==> src/pkg/ocp_pkg.sv <==
// Package: register map, fields, modes and state types of the output compare pulse unit
package ocp_pkg;

    // ==========================================================
    // Register offsets (word addresses, one word each)
    localparam logic [3:0] ADDR_CONTROL   = 4'h0;  // compare_control_word
    localparam logic [3:0] ADDR_PRIMARY   = 4'h1;  // primary_compare_value
    localparam logic [3:0] ADDR_SECONDARY = 4'h2;  // secondary_compare_value
    localparam logic [3:0] ADDR_TB0_CTRL  = 4'h3;  // time_base_control_word, timer 0
    localparam logic [3:0] ADDR_TB0_PER   = 4'h4;  // time_base_period, timer 0
    localparam logic [3:0] ADDR_TB0_CNT   = 4'h5;  // time_base_count, timer 0
    localparam logic [3:0] ADDR_TB1_CTRL  = 4'h6;
    localparam logic [3:0] ADDR_TB1_PER   = 4'h7;
    localparam logic [3:0] ADDR_TB1_CNT   = 4'h8;
    localparam logic [3:0] ADDR_STATUS    = 4'h9;  // sticky event flags, write one to clear
    localparam logic [3:0] ADDR_MASK      = 4'ha;  // interrupt enables

    // ==========================================================
    // Field positions
    localparam int MODE_LSB     = 0;   // pulse_mode_select, bits 2..0
    localparam int TBSEL_BIT    = 3;   // time_base_select
    localparam int RUN_BIT      = 15;  // time_base_run
    localparam int EVT_BIT      = 0;   // compare_event_flag in status and mask

    // ==========================================================
    // Reset values
    localparam logic [15:0] RESET_WORD  = 16'h0000;
    localparam logic [31:0] UNMAPPED_RD = 32'h0000_0000;

    // Mode codes
    typedef enum logic [2:0] {
        OCP_MODE_OFF    = 3'b000,
        OCP_MODE_SINGLE = 3'b100,
        OCP_MODE_CONT   = 3'b101
    } ocp_mode_type;

    // Pulse sequencer states
    typedef enum logic [1:0] {
        OCP_ST_IDLE = 2'b00,   // Pin low, nothing armed
        OCP_ST_WAIT = 2'b01,   // Armed, waiting for primary match
        OCP_ST_HIGH = 2'b10,   // Pin high, waiting for secondary match
        OCP_ST_DONE = 2'b11    // Single pulse finished, pin held low
    } ocp_state_type;

    // Avalon-MM request carrier
    typedef struct packed {
        logic [3:0]  address;
        logic        read;
        logic        write;
        logic [31:0] writedata;
        logic [3:0]  byteenable;
    } ocp_avreq_type;

    // Time base state
    typedef struct packed {
        logic        run;
        logic [15:0] period;
        logic [15:0] count;
    } ocp_tb_type;

endpackage : ocp_pkg

==> src/ocp_unit.sv <==
// Design: output compare pulse unit with two time bases and an Avalon-MM register slave
`timescale 1ns/1ps
`default_nettype none

// Summary of operation
// - single-pulse code drives pin low, arms pulse
// - select bit picks which timer feeds compares
// - primary match drives pin high
// - single mode: secondary match drops pin, stops
// - secondary match sets flag; irq if enabled
// - rewriting single code rearms without timer clear
// - continuous code forces low, pulses every match
// - continuous: secondary match gives falling edge
// - continuous: each secondary match ending a pulse sets flag
// - count equal period reloads zero, keeps counting
module ocp_unit (
    input  wire logic                   mclk,       // 20 MHz clock
    input  wire logic                   rst_b,      // Async reset, active low
    input  wire ocp_pkg::ocp_avreq_type av_req,     // Avalon request group
    output logic [31:0]                 av_readdata, // Read data, registered
    output logic                        av_waitrequest, // Stall
    output logic                        compare_output_pin, // Pulse output
    output logic                        irq         // Level interrupt
);
    import ocp_pkg::*;

    // ==========================================================
    // Module state, one struct
    typedef struct packed {
        logic [15:0]   control;
        logic [15:0]   primary;
        logic [15:0]   secondary;
        ocp_tb_type    tb0;
        ocp_tb_type    tb1;
        logic          inc0;      // Timer 0 advanced last cycle
        logic          inc1;
        ocp_state_type st;
        logic          pin;
        logic          status;
        logic          mask;
        logic          ack;       // Read/write answered this cycle
        logic [31:0]   rdata;
    } ocp_state_all_type;

    ocp_state_all_type cur;
    ocp_state_all_type nxt;
    logic              rst_meta;
    logic              rst_sync_b;

    // ==========================================================
    // Reset release through two flops
    always_ff @(posedge mclk or negedge rst_b) begin
        if (!rst_b) begin
            rst_meta   <= 1'b0;
            rst_sync_b <= 1'b0;
        end else begin
            rst_meta   <= 1'b1;
            rst_sync_b <= rst_meta;
        end
    end

    // Merge a 32-bit write into a 16-bit register by byte lanes
    function automatic logic [15:0] merge16(input logic [15:0] old,
                                            input logic [31:0] wd,
                                            input logic [3:0]  be);
        logic [15:0] r;
        r = old;
        if (be[0]) r[7:0]  = wd[7:0];
        if (be[1]) r[15:8] = wd[15:8];
        return r;
    endfunction : merge16

    // Timer step: reload to zero at the period, else count up
    function automatic logic [15:0] step(input ocp_tb_type t);
        return (t.count == t.period) ? RESET_WORD : t.count + 16'h0001;
    endfunction : step

    // ==========================================================
    // Next-state logic
    logic        wr;
    logic        rd;
    logic        mode_wr;
    logic [15:0] sel_cnt;
    logic        sel_inc;
    logic        pmatch;
    logic        smatch;
    logic [2:0]  mode;

    always_comb begin
        nxt     = cur;
        wr      = av_req.write && !cur.ack;
        rd      = av_req.read && !cur.ack;
        nxt.ack = wr || rd;
        mode_wr = 1'b0;

        // Time bases run freely whenever their run bit is set
        nxt.inc0 = cur.tb0.run;
        nxt.inc1 = cur.tb1.run;
        if (cur.tb0.run) nxt.tb0.count = step(cur.tb0);
        if (cur.tb1.run) nxt.tb1.count = step(cur.tb1);

        // Compare against the chosen time base; only on a fresh count
        // value, so a stopped timer cannot retrigger the same match
        sel_cnt = cur.control[TBSEL_BIT] ? cur.tb1.count : cur.tb0.count;
        sel_inc = cur.control[TBSEL_BIT] ? cur.inc1 : cur.inc0;
        pmatch  = sel_inc && (sel_cnt == cur.primary);
        smatch  = sel_inc && (sel_cnt == cur.secondary);
        mode    = cur.control[MODE_LSB +: 3];

        // Pulse sequencer
        case (cur.st)
            OCP_ST_WAIT: begin
                if (pmatch) begin
                    nxt.st  = OCP_ST_HIGH;
                    nxt.pin = 1'b1;
                end
            end
            OCP_ST_HIGH: begin
                if (smatch) begin
                    nxt.pin    = 1'b0;
                    nxt.status = 1'b1;
                    nxt.st     = (mode == OCP_MODE_CONT) ? OCP_ST_WAIT
                                                         : OCP_ST_DONE;
                end
            end
            OCP_ST_IDLE: nxt.st = OCP_ST_IDLE;
            OCP_ST_DONE: nxt.st = OCP_ST_DONE;
            default:     nxt.st = OCP_ST_IDLE;
        endcase

        // Register writes
        if (wr) begin
            case (av_req.address)
                ADDR_CONTROL: begin
                    nxt.control = merge16(cur.control, av_req.writedata, av_req.byteenable);
                    mode_wr     = av_req.byteenable[0];
                end
                ADDR_PRIMARY:   nxt.primary   = merge16(cur.primary, av_req.writedata,
                                                        av_req.byteenable);
                ADDR_SECONDARY: nxt.secondary = merge16(cur.secondary, av_req.writedata,
                                                        av_req.byteenable);
                ADDR_TB0_CTRL:  if (av_req.byteenable[1])
                                    nxt.tb0.run = av_req.writedata[RUN_BIT];
                ADDR_TB0_PER:   nxt.tb0.period = merge16(cur.tb0.period, av_req.writedata,
                                                         av_req.byteenable);
                ADDR_TB0_CNT:   nxt.tb0.count  = merge16(cur.tb0.count, av_req.writedata,
                                                         av_req.byteenable);
                ADDR_TB1_CTRL:  if (av_req.byteenable[1])
                                    nxt.tb1.run = av_req.writedata[RUN_BIT];
                ADDR_TB1_PER:   nxt.tb1.period = merge16(cur.tb1.period, av_req.writedata,
                                                         av_req.byteenable);
                ADDR_TB1_CNT:   nxt.tb1.count  = merge16(cur.tb1.count, av_req.writedata,
                                                         av_req.byteenable);
                ADDR_STATUS:    if (av_req.byteenable[0] && av_req.writedata[EVT_BIT]
                                    && !(cur.st == OCP_ST_HIGH && smatch))
                                    nxt.status = 1'b0;  // Set wins over clear
                ADDR_MASK:      if (av_req.byteenable[0])
                                    nxt.mask = av_req.writedata[EVT_BIT];
                default: ;
            endcase
        end

        // Any write of a mode code restarts the sequencer with the pin low;
        // the timers are left alone so a pulse can be rearmed on the fly
        if (mode_wr) begin
            nxt.pin = 1'b0;
            case (av_req.writedata[MODE_LSB +: 3])
                OCP_MODE_SINGLE: nxt.st = OCP_ST_WAIT;
                OCP_MODE_CONT:   nxt.st = OCP_ST_WAIT;
                default:         nxt.st = OCP_ST_IDLE;
            endcase
        end

        // Read data, registered; unmapped reads return zero
        nxt.rdata = UNMAPPED_RD;
        if (rd) begin
            case (av_req.address)
                ADDR_CONTROL:   nxt.rdata = {16'h0000, cur.control};
                ADDR_PRIMARY:   nxt.rdata = {16'h0000, cur.primary};
                ADDR_SECONDARY: nxt.rdata = {16'h0000, cur.secondary};
                ADDR_TB0_CTRL:  nxt.rdata = {16'h0000, cur.tb0.run, 15'h0000};
                ADDR_TB0_PER:   nxt.rdata = {16'h0000, cur.tb0.period};
                ADDR_TB0_CNT:   nxt.rdata = {16'h0000, cur.tb0.count};
                ADDR_TB1_CTRL:  nxt.rdata = {16'h0000, cur.tb1.run, 15'h0000};
                ADDR_TB1_PER:   nxt.rdata = {16'h0000, cur.tb1.period};
                ADDR_TB1_CNT:   nxt.rdata = {16'h0000, cur.tb1.count};
                ADDR_STATUS:    nxt.rdata = {31'h0000_0000, cur.status};
                ADDR_MASK:      nxt.rdata = {31'h0000_0000, cur.mask};
                default:        nxt.rdata = UNMAPPED_RD;
            endcase
        end
    end

    // ==========================================================
    // State register
    always_ff @(posedge mclk or negedge rst_sync_b) begin
        if (!rst_sync_b) begin
            cur <= '0;
        end else begin
            cur <= nxt;
        end
    end

    // Outputs: one wait cycle per access, data and pin from flops
    assign av_waitrequest     = (av_req.read || av_req.write) && !cur.ack;
    assign av_readdata        = cur.rdata;
    assign compare_output_pin = cur.pin;
    assign irq                = cur.status && cur.mask;

    // ==========================================================
    // Assertions
    a_rise_on_primary: assert property (@(posedge mclk) disable iff (!rst_sync_b)
        (cur.st == OCP_ST_WAIT && pmatch && !mode_wr) |=> compare_output_pin)
        else $error("pin did not rise on primary match");
    a_fall_on_secondary: assert property (@(posedge mclk) disable iff (!rst_sync_b)
        (cur.st == OCP_ST_HIGH && smatch && !mode_wr) |=> !compare_output_pin)
        else $error("pin did not fall on secondary match");
    a_flag_on_secondary: assert property (@(posedge mclk) disable iff (!rst_sync_b)
        (cur.st == OCP_ST_HIGH && smatch) |=> cur.status)
        else $error("flag not set on secondary match");
    a_single_stays_low: assert property (@(posedge mclk) disable iff (!rst_sync_b)
        (cur.st == OCP_ST_DONE && !mode_wr) |=> !compare_output_pin)
        else $error("pin rose after single pulse ended");
    a_mode_write_low: assert property (@(posedge mclk) disable iff (!rst_sync_b)
        mode_wr |=> !compare_output_pin)
        else $error("mode write did not force pin low");
    a_rearm_single: assert property (@(posedge mclk) disable iff (!rst_sync_b)
        (mode_wr && av_req.writedata[2:0] == 3'b100) |=> cur.st == OCP_ST_WAIT)
        else $error("single code did not rearm");
    a_wrap_zero: assert property (@(posedge mclk) disable iff (!rst_sync_b)
        (cur.tb0.run && cur.tb0.count == cur.tb0.period && !wr) |=> cur.tb0.count == 16'h0000)
        else $error("time base did not wrap to zero");
    a_irq_gate: assert property (@(posedge mclk) disable iff (!rst_sync_b)
        (cur.st == OCP_ST_HIGH && smatch && cur.mask && !wr) |=> irq)
        else $error("enabled secondary match did not raise irq");
    a_cont_rearms: assert property (@(posedge mclk) disable iff (!rst_sync_b)
        (cur.st == OCP_ST_HIGH && smatch && !mode_wr && mode == 3'b101)
        |=> cur.st == OCP_ST_WAIT)
        else $error("continuous mode did not rearm");
    a_select_timer: assert property (@(posedge mclk) disable iff (!rst_sync_b)
        (cur.control[TBSEL_BIT] && cur.st == OCP_ST_WAIT && cur.inc1
         && cur.tb1.count == cur.primary && !mode_wr) |=> compare_output_pin)
        else $error("timer 1 primary match did not raise pin");
    a_wait_bounded: assert property (@(posedge mclk) disable iff (!rst_sync_b)
        av_waitrequest |=> !av_waitrequest)
        else $error("waitrequest held too long");

    c_single_pulse: cover property (@(posedge mclk) disable iff (!rst_sync_b)
        cur.st == OCP_ST_HIGH ##[1:1000] cur.st == OCP_ST_DONE);
    c_cont_two: cover property (@(posedge mclk) disable iff (!rst_sync_b)
        (cur.st == OCP_ST_HIGH && smatch && mode == 3'b101) ##[1:1000] (cur.st == OCP_ST_HIGH));
    c_irq_high: cover property (@(posedge mclk) disable iff (!rst_sync_b) irq);

endmodule : ocp_unit

`default_nettype wire

==> config.mk <==
export PLATFORM = sky130hd
export DESIGN_NAME = ocp_unit
export DESIGN_NICKNAME = d
export VERILOG_FILES = /design/src/pkg/ocp_pkg.sv /design/src/ocp_unit.sv
export SDC_FILE = /design/constraint.sdc
export NUM_CORES = 1
export LEC_CHECK = 0
export BUFFER_PORTS_ARGS = -buffer_cell sky130_fd_sc_hd__buf_2
export CORE_MARGIN = 5
export CORE_UTILIZATION = 57
export DETAILED_ROUTE_END_ITERATION = 6
export PLACE_DENSITY = 0.83
export SLEW_MARGIN = 20
export SYNTH_ARGS = -nofsm -noshare
export SYNTH_HDL_FRONTEND = slang
export SYNTH_SLANG_ARGS = --single-unit
==> constraint.sdc <==
create_clock -name mclk -period 8.75 [get_ports mclk]
set_input_delay 0.875 -clock mclk [delete_from_list [all_inputs] [get_ports mclk]]
set_output_delay 0.875 -clock mclk [all_outputs]
set_load 0.02 [all_outputs]
**Yosys cells after proc, flatten, opt, wreduce, memory -nomap -nowiden**

Index checks and enable logic that the tools add are counted.

- Register bits after elaboration: 156
- Input bits: 44
- Output and inout port bits: 35
- Logic and storage cells: 119

- $add $sub $neg: 2
- Equality and inequality tests: 26
- Muxes and demuxes: 33
- Reduce and logical (&&, ||, !) cells: 32

Operators by type and width:

| cell | count |
|---|---|
| 16-bit one-hot mux with 11 select lines | 1 |
| 16-bit two-way mux | 9 |
| 16-bit equality test | 4 |
| 49-bit two-way mux | 1 |
| 3-bit AND reduction | 14 |
| 16-bit by 1-bit adder with 16-bit output (second input constant) | 2 |
| 8-bit two-way mux | 4 |
| 3-bit inequality test (second input constant) | 6 |
| 4-bit by 3-bit equality test with 1-bit output (second input constant) | 4 |
| 4-bit equality test (second input constant) | 3 |
| 1-bit two-way mux | 11 |
| 3-bit equality test (second input constant) | 3 |
| 1-bit logical AND | 9 |
| 4-bit by 2-bit equality test with 1-bit output (second input constant) | 2 |
| 2-bit one-hot mux with 4 select lines | 1 |
| 3-bit two-way mux | 2 |
| 2-bit equality test (second input constant) | 2 |
| 4-bit by 1-bit equality test with 1-bit output (second input constant) | 1 |
| 4-bit zero test | 1 |
| 2-bit two-way mux | 2 |
| 4-bit two-way mux | 1 |
| 3-bit nonzero test | 1 |
| 2-bit by 1-bit equality test with 1-bit output (second input constant) | 1 |
| 1-bit zero test | 2 |
| 5 further kinds | 6 |

**Longest topological paths before layout**

Gate-level depths: netlist of the first run.

- Depth in word-level cells: 9
- Depth in mapped cells: 9
- Mapped depth without buffers: 7

**Least setup slack after synthesis of the first run**

Ideal clock, no wire load.

- Kind: in2reg
- From: input av_req[41] (netlist bit)
- To: register cur[100] (netlist bit)
- Setup time: 125 ps
- Arrival time: 2,478 ps
- Data required time: 8,625 ps
- Setup slack: 6,147 ps
- Stages on the path: 7
- Buffers on the path: 2
- Cells stage by stage: buf_2 > inv_1 > nand2_1 > nor3_1 > and3_1 > buf_2 > mux2_2

- Cells in the longest elaborated chain, start to end: 2

Ends and longest elaborated chain:

| element | RTL line | text |
|---|---|---|
| start, declared | ocp_unit.sv:19 | `input wire ocp_pkg::ocp_avreq_type av_req,` |
| 4-bit by 3-bit equality test with 1-bit output | ocp_unit.sv:133 | `case (av_req.address)` |
| 3-bit AND reduction (no line) | n/a |  |
| end signal, assigned | ocp_unit.sv:200 | `cur <= nxt;` |
| end, declared | ocp_unit.sv:45 | `ocp_state_all_type cur;` |

No other way between the ends.
A chain may end at the register's enable or synchronous reset.

**Worst setup path after layout of the first run**

- From: register cur[141] (netlist bit)
- To: register cur[36] (netlist bit)

- Cells in the longest elaborated chain, start to end: 5
- Elaborated cells on any way between the ends: 9
- Classes of those cells: eq/ne: 4; mux: 2; reduce/logical: 3

Ends and longest elaborated chain:

| element | RTL line | text |
|---|---|---|
| 16-bit two-way mux | ocp_unit.sv:104 | `sel_cnt = cur.control[TBSEL_BIT] ? cur.tb1.count : cur.tb0.count;` |
| 16-bit equality test, on equally long branches | ocp_unit.sv:107, ocp_unit.sv:106 |  |
| 1-bit logical AND, on equally long branches | ocp_unit.sv:107, ocp_unit.sv:106 |  |
| 3-bit inequality test (no line) | n/a |  |
| 2-bit AND reduction (no line) * | n/a |  |

Mark *: on every way between the ends. The rest lies on a longest branch, timed or not.

==> results of run 1 <==
==> where the power goes <==
| group | total, mW | leakage, nW | switching (mW) | internal, mW |
|---|---|---|---|---|
| registers | 0.954 | 1.82 | 0.194 | 0.760 |
| clock network | 0.769 | 0.300 | 0.272 | 0.497 |
| logic | 0.454 | 1.67 | 0.241 | 0.213 |
| total | 2.18 | 3.80 | 0.707 | 1.47 |
==> per-layer routing <==
metal,vias to the layer above,share of wire,global-route usage
met5,-,0,0
met4,0,0.041,0.1261
met3,85,0.10,0.06708
met2,401,0.46,0.4258
met1,3243,0.39,0.3761
li1,2832,-,-
==> kinds of logic after synthesis <==
family          count (synthesis)
xor+xnor                       60
compound gates                170
mux                            94
flops                         140
other cells                     2
fa+ha+maj                       2
simple gates                  211
buf+inv                       102
==> worst max path at each step <==
stage | end | slack, ps
6_report | cur[36]$_DFFE_PN0P_ | 5620
5_1_grt | cur[36]$_DFFE_PN0P_ | 5520
4_1_cts | cur[36]$_DFFE_PN0P_ | 5720
3_5_place_dp | cur[45]$_DFFE_PN0P_ | 5370
3_3_place_gp | cur[49]$_DFFE_PN0P_ | 5430
2_1_floorplan | av_readdata[0]$_DFF_PN0_ | 4560
==> area by class of cell <==
type / instances / area (µm²) / area share
well taps: 180 / 225.2 / 0.02593
flip-flops and latches: 140 / 3507 / 0.4038
multi-input cells: 554 / 3955 / 0.4553
inverters: 17 / 63.81 / 0.007347
clock inverters: 7 / 137.6 / 0.01585
clock buffers: 24 / 481.7 / 0.05546
repair buffers: 54 / 315.3 / 0.03630
==> sequential cells by signal, summed over array words and instances, names as in the netlist <==
register            count
rst_meta                1
av_readdata            16
rst_sync_b              1
cur                   121
compare_output_pin      1
==> Yosys cell counts (14+ instances only) <==
cell type | instances | area (µm²)
mux2i_1 | 19 | 190.2
a22oi_1 | 33 | 247.7
nor4_1 | 14 | 87.58
mux2_2 | 75 | 844.6
xnor2_1 | 30 | 262.8
nand4_1 | 15 | 93.84
and3_1 | 15 | 93.84
a222oi_1 | 14 | 140.1
inv_1 | 17 | 63.81
buf_4 | 32 | 240.2
nor2_1 | 28 | 105.1
nand2_1 | 73 | 274.0
a21oi_1 | 16 | 80.08
a31oi_1 | 17 | 106.4
xor2_1 | 30 | 262.8
o21ai_0 | 35 | 175.2
dfrtp_1 | 140 | 3503
clkbuf_1 | 42 | 157.7
nand3_1 | 18 | 90.09
==> critical path: cells and delay by family, from the launching register on <==
family             cells  cell delay (ps)
muxes                  1              360
and+or+nand+nor        3              970
DFF                    1             1080
AOI/OAI and AO/OA      2              610
==> results.sh, run 1 <==
export IMPL_crit_path_start_kind="flip-flop"
export IMPL_skew_ps=12.30
export IMPL_cts_hold_buf=0
export IMPL_max_cap_violations=0
export IMPL_start_util=0.5753
export IMPL_dp_cells=944
export IMPL_hpwlAfterDp_um=15490
export IMPL_grt_pass1_vias=6390
export IMPL_avgSynthCellArea_um2=10.11
export IMPL_crit_type="reg -> reg"
export IMPL_track_usage=0.2778
export IMPL_critical_path_max_stage_delay_ps=1080
export IMPL_antenna_cells=0
export IMPL_wl_per_cell_um=22.79
export IMPL_fin_setup_tns_ps=0
export IMPL_cts_resized=0
export IMPL_route_vias_total=6561
export IMPL_grt_max_degree=84
export IMPL_drive_gt1_frac=0.2073
export IMPL_syn2layout_area_growth_pct=10.05
export IMPL_layout_setup_ws_ps=5615
export IMPL_final_nets=830
export IMPL_synth_mux_area_fraction=0.1311
export IMPL_synth_fa_ha_area_frac=0.003171
export IMPL_grt_pass1_wl_um=34990
export IMPL_overflow=0
export IMPL_totalPowerFinal_mw=2.177
export IMPL_die_x_um=127.7
export IMPL_gp_congestion=0.9854
export IMPL_powerDensity_nw_per_um2=250.7
export IMPL_synthArstFlopShare=1.000
export IMPL_synth_simple_gate_area_frac=0.1363
export IMPL_seq_area_frac_synth=0.4439
export IMPL_drc_errors=0
export IMPL_hp_class="in -> async"
export IMPL_status="finished clean"
export IMPL_cts_made_buffers=17
export IMPL_crit_arrival_ps=3450
export IMPL_ys_types=52
export IMPL_htreeDepth=4
export IMPL_die_y_um=127.7
export IMPL_cts_buffer_depth=2
export IMPL_fill_cells=1072
export IMPL_via_per_inst=6.722
export IMPL_routed_wl_um=22250
export IMPL_final_common_cell="dfrtp_1"
export IMPL_rows=43
export IMPL_ir_drop_uv=137.6
export IMPL_rsz0062_at_grt="no"
export IMPL_critPathMaxFanout=21
export IMPL_r2r_start="cur[141]$_DFFE_PN0P_"
export IMPL_port_buffers=44
export IMPL_hold_viol=0
export IMPL_clk_pin_slew_worst_paths_ps=60
export IMPL_final_cell_mix="dfrtp_1 (139), mux2_2 (75), nand2_1 (73), buf_2 (44), o21ai_0 (35)"
export IMPL_ant_nets=0
export IMPL_ys_warnings_count=0
export IMPL_cp_end_kind="flip-flop"
export IMPL_fin_cells=976
export IMPL_dominantRegCellSynth="dfrtp_1"
export IMPL_antenna_found_initial=1
export IMPL_design_area_um2=8686
export IMPL_synth_edf_count=0
export IMPL_period_share=0.3583
export IMPL_clock_latency_ps=440
export IMPL_worst_pin_slew_ps=1125
export IMPL_ys_ff_latch=140
export IMPL_synth_compound_area_frac=0.1522
export IMPL_holdWs_ps=212.8
export IMPL_drtIter0Drc=1075
export IMPL_synthCells=781
export IMPL_setup_violations=0
export IMPL_dieArea_um2=16300
export IMPL_root_buffer="clkbuf_16"
export IMPL_clkSinkCount=140
export IMPL_leakage_nw=3.799
export IMPL_cp_slowest_cell="dfrtp_1"
export IMPL_final_util=0.6331
export IMPL_drt_pre_antenna_iters=7
export IMPL_slew_headroom=0.2498
export IMPL_synth_xor_area_frac=0.06658
export IMPL_place_ws_ps=5370
export IMPL_r2r_slack_ps=5620
export IMPL_cts_setup_buffers=0
export IMPL_placed_cell_area_um2=8036
export IMPL_startpoint="cur[141]$_DFFE_PN0P_"
export IMPL_path_cells="mux2i_1, a222oi_1, nand4_1, or4_1, nand2b_1, a31o_1"
export IMPL_cts_tree="yes"
export IMPL_cp_required_ps=9070
export IMPL_fin_crit_ps=3135
export IMPL_r2r_end="cur[36]$_DFFE_PN0P_"
export IMPL_max_freq_mhz=319.0
export IMPL_ff2ff_path_depth=6
export IMPL_syn_cell_area_um2=7893
export IMPL_io_pins=79
export IMPL_slew_viol_final=0
export IMPL_synth_top_family_by_area="compound AO/OA/AOI/OAI gates"
export IMPL_core_area_um2=13720
Note: power is estimated with default switching activity, not from simulation.
==> run 2, diff against run 1 <==
--- a/config.mk
+++ b/config.mk
@@ -5,6 +5,7 @@
 export SDC_FILE = /design/constraint.sdc
 export NUM_CORES = 1
 export LEC_CHECK = 0
+export ABC_AREA = 1
 export BUFFER_PORTS_ARGS = -buffer_cell sky130_fd_sc_hd__buf_2
 export CORE_MARGIN = 5
 export CORE_UTILIZATION = 57
==> constraint.sdc (replaced) <==
create_clock -name mclk -period 3.25 [get_ports mclk]
set_input_delay 0.325 -clock mclk [delete_from_list [all_inputs] [get_ports mclk]]
set_output_delay 0.325 -clock mclk [all_outputs]
set_load 0.02 [all_outputs]
==> run 2 against run 1 <==
Clock power rose to 2.5 times the previous value. Clock skew decreased by 5.4 ps. Combinational power increased to 5.0 times the previous value. Flip-flop and latch count did not move. Critical endpoint is now compare_output_pin$_DFFE_PN0P_. Largest power group unchanged.
==> results.sh, run 2 <==
export IMPL_status="finished clean"
export IMPL_via_per_inst=5.961
export IMPL_synthTopCellsByCount="nand2_1 (374), dfrtp_1 (140), inv_1 (132), o21ai_0 (129), nor2_1 (113)"
export IMPL_cts_buffer_depth=2
export IMPL_grt_pass1_wl_um=46370
export IMPL_drtIter0Drc=1285
export IMPL_drt_pre_antenna_iters=7
export IMPL_r2r_slack_ps=920
export IMPL_seq_area_frac_synth=0.3997
export IMPL_ys_warnings_count=0
export IMPL_period_share=0.7155
export IMPL_cts_resized=0
export IMPL_grt_pass1_vias=8161
export IMPL_synthArstFlopShare=1.000
export IMPL_final_cell_mix="nand2_1 (374), dfrtp_1 (139), inv_1 (132), o21ai_0 (129), nor2_1 (113)"
export IMPL_worst_pin_slew_ps=875.5
export IMPL_clock_latency_ps=440
export IMPL_placed_cell_area_um2=8884
export IMPL_syn_cell_area_um2=8766
export IMPL_antenna_cells=0
export IMPL_ff2ff_path_depth=10
export IMPL_start_util=0.5788
export IMPL_ys_types=41
export IMPL_synth_most_common_cell="nand2_1"
export IMPL_switching_share=0.4197
export IMPL_power_switching_mw=2.908
export IMPL_dp_cells=1432
export IMPL_hold_viol=0
export IMPL_max_cap_violations=0
export IMPL_final_common_cell="nand2_1"
export IMPL_routed_wl_um=30090
export IMPL_crit_path_start_kind="flip-flop"
export IMPL_track_usage=0.3388
export IMPL_final_nets=1310
export IMPL_syn2layout_area_growth_pct=8.022
export IMPL_route_vias_total=8733
export IMPL_largest_reg_flops=121
export IMPL_cp_required_ps=3570
export IMPL_cts_tree="yes"
export IMPL_ant_nets=0
export IMPL_die_x_um=134.0
export IMPL_clk_pin_slew_worst_paths_ps=60
export IMPL_largest_register="cur"
export IMPL_synth_edf_count=0
export IMPL_p_int_mw=4.021
export IMPL_fill_cells=1412
export IMPL_max_freq_mhz=430.1
export IMPL_antenna_found_initial=0
export IMPL_gp_congestion=0.9631
export IMPL_seq_power_share=0.394
export IMPL_dieArea_um2=17960
export IMPL_die_y_um=134.0
export IMPL_root_buffer="clkbuf_16"
export IMPL_htreeDepth=4
export IMPL_avgSynthCellArea_um2=7.013
export IMPL_crit_type="reg -> reg"
export IMPL_overflow=0
export IMPL_rsz0062_at_grt="no"
export IMPL_rows=45
export IMPL_wl_per_cell_um=20.54
export IMPL_core_area_um2=15150
export IMPL_powerDensity_nw_per_um2=731.7
export IMPL_grt_max_degree=61
export IMPL_drive_gt1_frac=0.09945
export IMPL_io_pins=79
export IMPL_setup_violations=0
export IMPL_synth_area_top_cells="dfrtp_1 (40%), nand2_1 (16%), o21ai_0 (7.4%)"
export IMPL_clkPwrFrac=0.280
export IMPL_ir_drop_uv=456.7
export IMPL_critPathMaxFanout=21
export IMPL_synth_top_area_frac=0.3997
export IMPL_hpwlAfterDp_um=22620
export IMPL_leakage_nw=4.612
export IMPL_hp_class="in -> reg"
export IMPL_yosys_area_top_type="dfrtp_1"
export IMPL_fin_cells=1465
export IMPL_cp_end_kind="flip-flop"
export IMPL_port_buffers=44
export IMPL_ys_ff_latch=140
export IMPL_synthCells=1250
export IMPL_cts_made_buffers=17
export IMPL_min_path_cells=3
export IMPL_clkSinkCount=140
export IMPL_slew_viol_final=0
export IMPL_dominantRegCellSynth="dfrtp_1"
export IMPL_startpoint="cur[32]$_DFF_PN0_"
export IMPL_skew_ps=6.921
export IMPL_crit_end="compare_output_pin$_DFFE_PN0P_"
export IMPL_fin_crit_ps=2325
export IMPL_r2r_start="cur[32]$_DFF_PN0_"
export IMPL_crit_arrival_ps=2640
export IMPL_drc_errors=0
export IMPL_fin_setup_tns_ps=0
export IMPL_r2r_end="compare_output_pin$_DFFE_PN0P_"
export IMPL_p_comb_frac=0.327
export IMPL_slew_headroom=0.4149
export IMPL_design_area_um2=9469
-- run 2: per-stage QoR --
| step | power, mW | utilization | setup WS (ps) | hold WS (ps) |
|---|---|---|---|---|
| after floorplan | 4.240 | - | 924.3 | 29.41 |
| after global placement | 4.865 | 0.5865 | 989.0 | 110.3 |
| after detailed placement | 4.919 | 0.5865 | 902.0 | 112.8 |
| after CTS | 6.842 | 0.6252 | 992.5 | 137.9 |
| after global routing | 7.320 | 0.6252 | 806.1 | 196.0 |
| final | 6.928 | 0.6252 | 924.8 | 139.5 |
-- run 2: logic make-up (layout without fill, tap and decap cells) --
logic type                 count (synthesis)  count (layout)  synth area share
AOI/OAI and AO/OA                        227             227            0.1412
xor gates and xnor gates                  32              32           0.03197
adders and majority gates                  2               2          0.002854
buffers and inverters                    216             228            0.1145
DFF                                      140             140            0.3997
other                                      2              17         0.0008567
and+or+nand+nor                          631             631            0.3090
-- run 2: timing repair --
item,4_1_cts,5_1_grt
setup endpoints to repair,0,0
hold buffers,1,0
hold endpoints to repair,2,0
buffers inserted,0,0
-- run 2: per-layer routing --
metal | part of all wire | GRT usage
met5 | 0 | 0
met3 | 0.13 | 0.1174
met4 | 0.044 | 0.1324
met2 | 0.43 | 0.5042
met1 | 0.40 | 0.4573
-- run 2: final cells by class --
cell class              instances  area, µm²  share of cell area
multi-input cells             909       4315              0.4557
flip-flops and latches        140       3507              0.3704
inverters                     144      540.5             0.05708
clock buffers                  18      429.2             0.04532
repair buffers                 52      295.3             0.03118
well taps                     188      235.2             0.02484
clock inverters                14      146.4             0.01546
-- run 2: worst min path at each step --
stage	from	to
finish	av_req[19]	cur[153]$_DFFE_PN0P_
detailed placement	rst_b	rst_meta$_DFF_PN0_
global placement	rst_b	rst_meta$_DFF_PN0_
global route	av_req[19]	cur[153]$_DFFE_PN0P_
CTS	av_req[19]	cur[153]$_DFFE_PN0P_
floorplan	rst_b	rst_meta$_DFF_PN0_
-- run 2: critical path, stage by stage, from the launching register on --
cell	delay, ps
dfrtp_1	360
inv_1	80
nand2_2	260
nor2_4	270
inv_1	130
nor2_2	630
inv_1	130
nand3_1	160
nand2_1	60
nand2_1	50
nand2_1	60
-- run 2: power by group through the flow --
stage	combinational [mW]	clock (mW)	sequential (mW)
floorplan	1.80	0	2.44
global route	2.54	2.02	2.76
finish	2.27	1.94	2.73
global placement	2.16	0	2.71
CTS	2.22	1.93	2.69
detailed placement	2.20	0	2.72
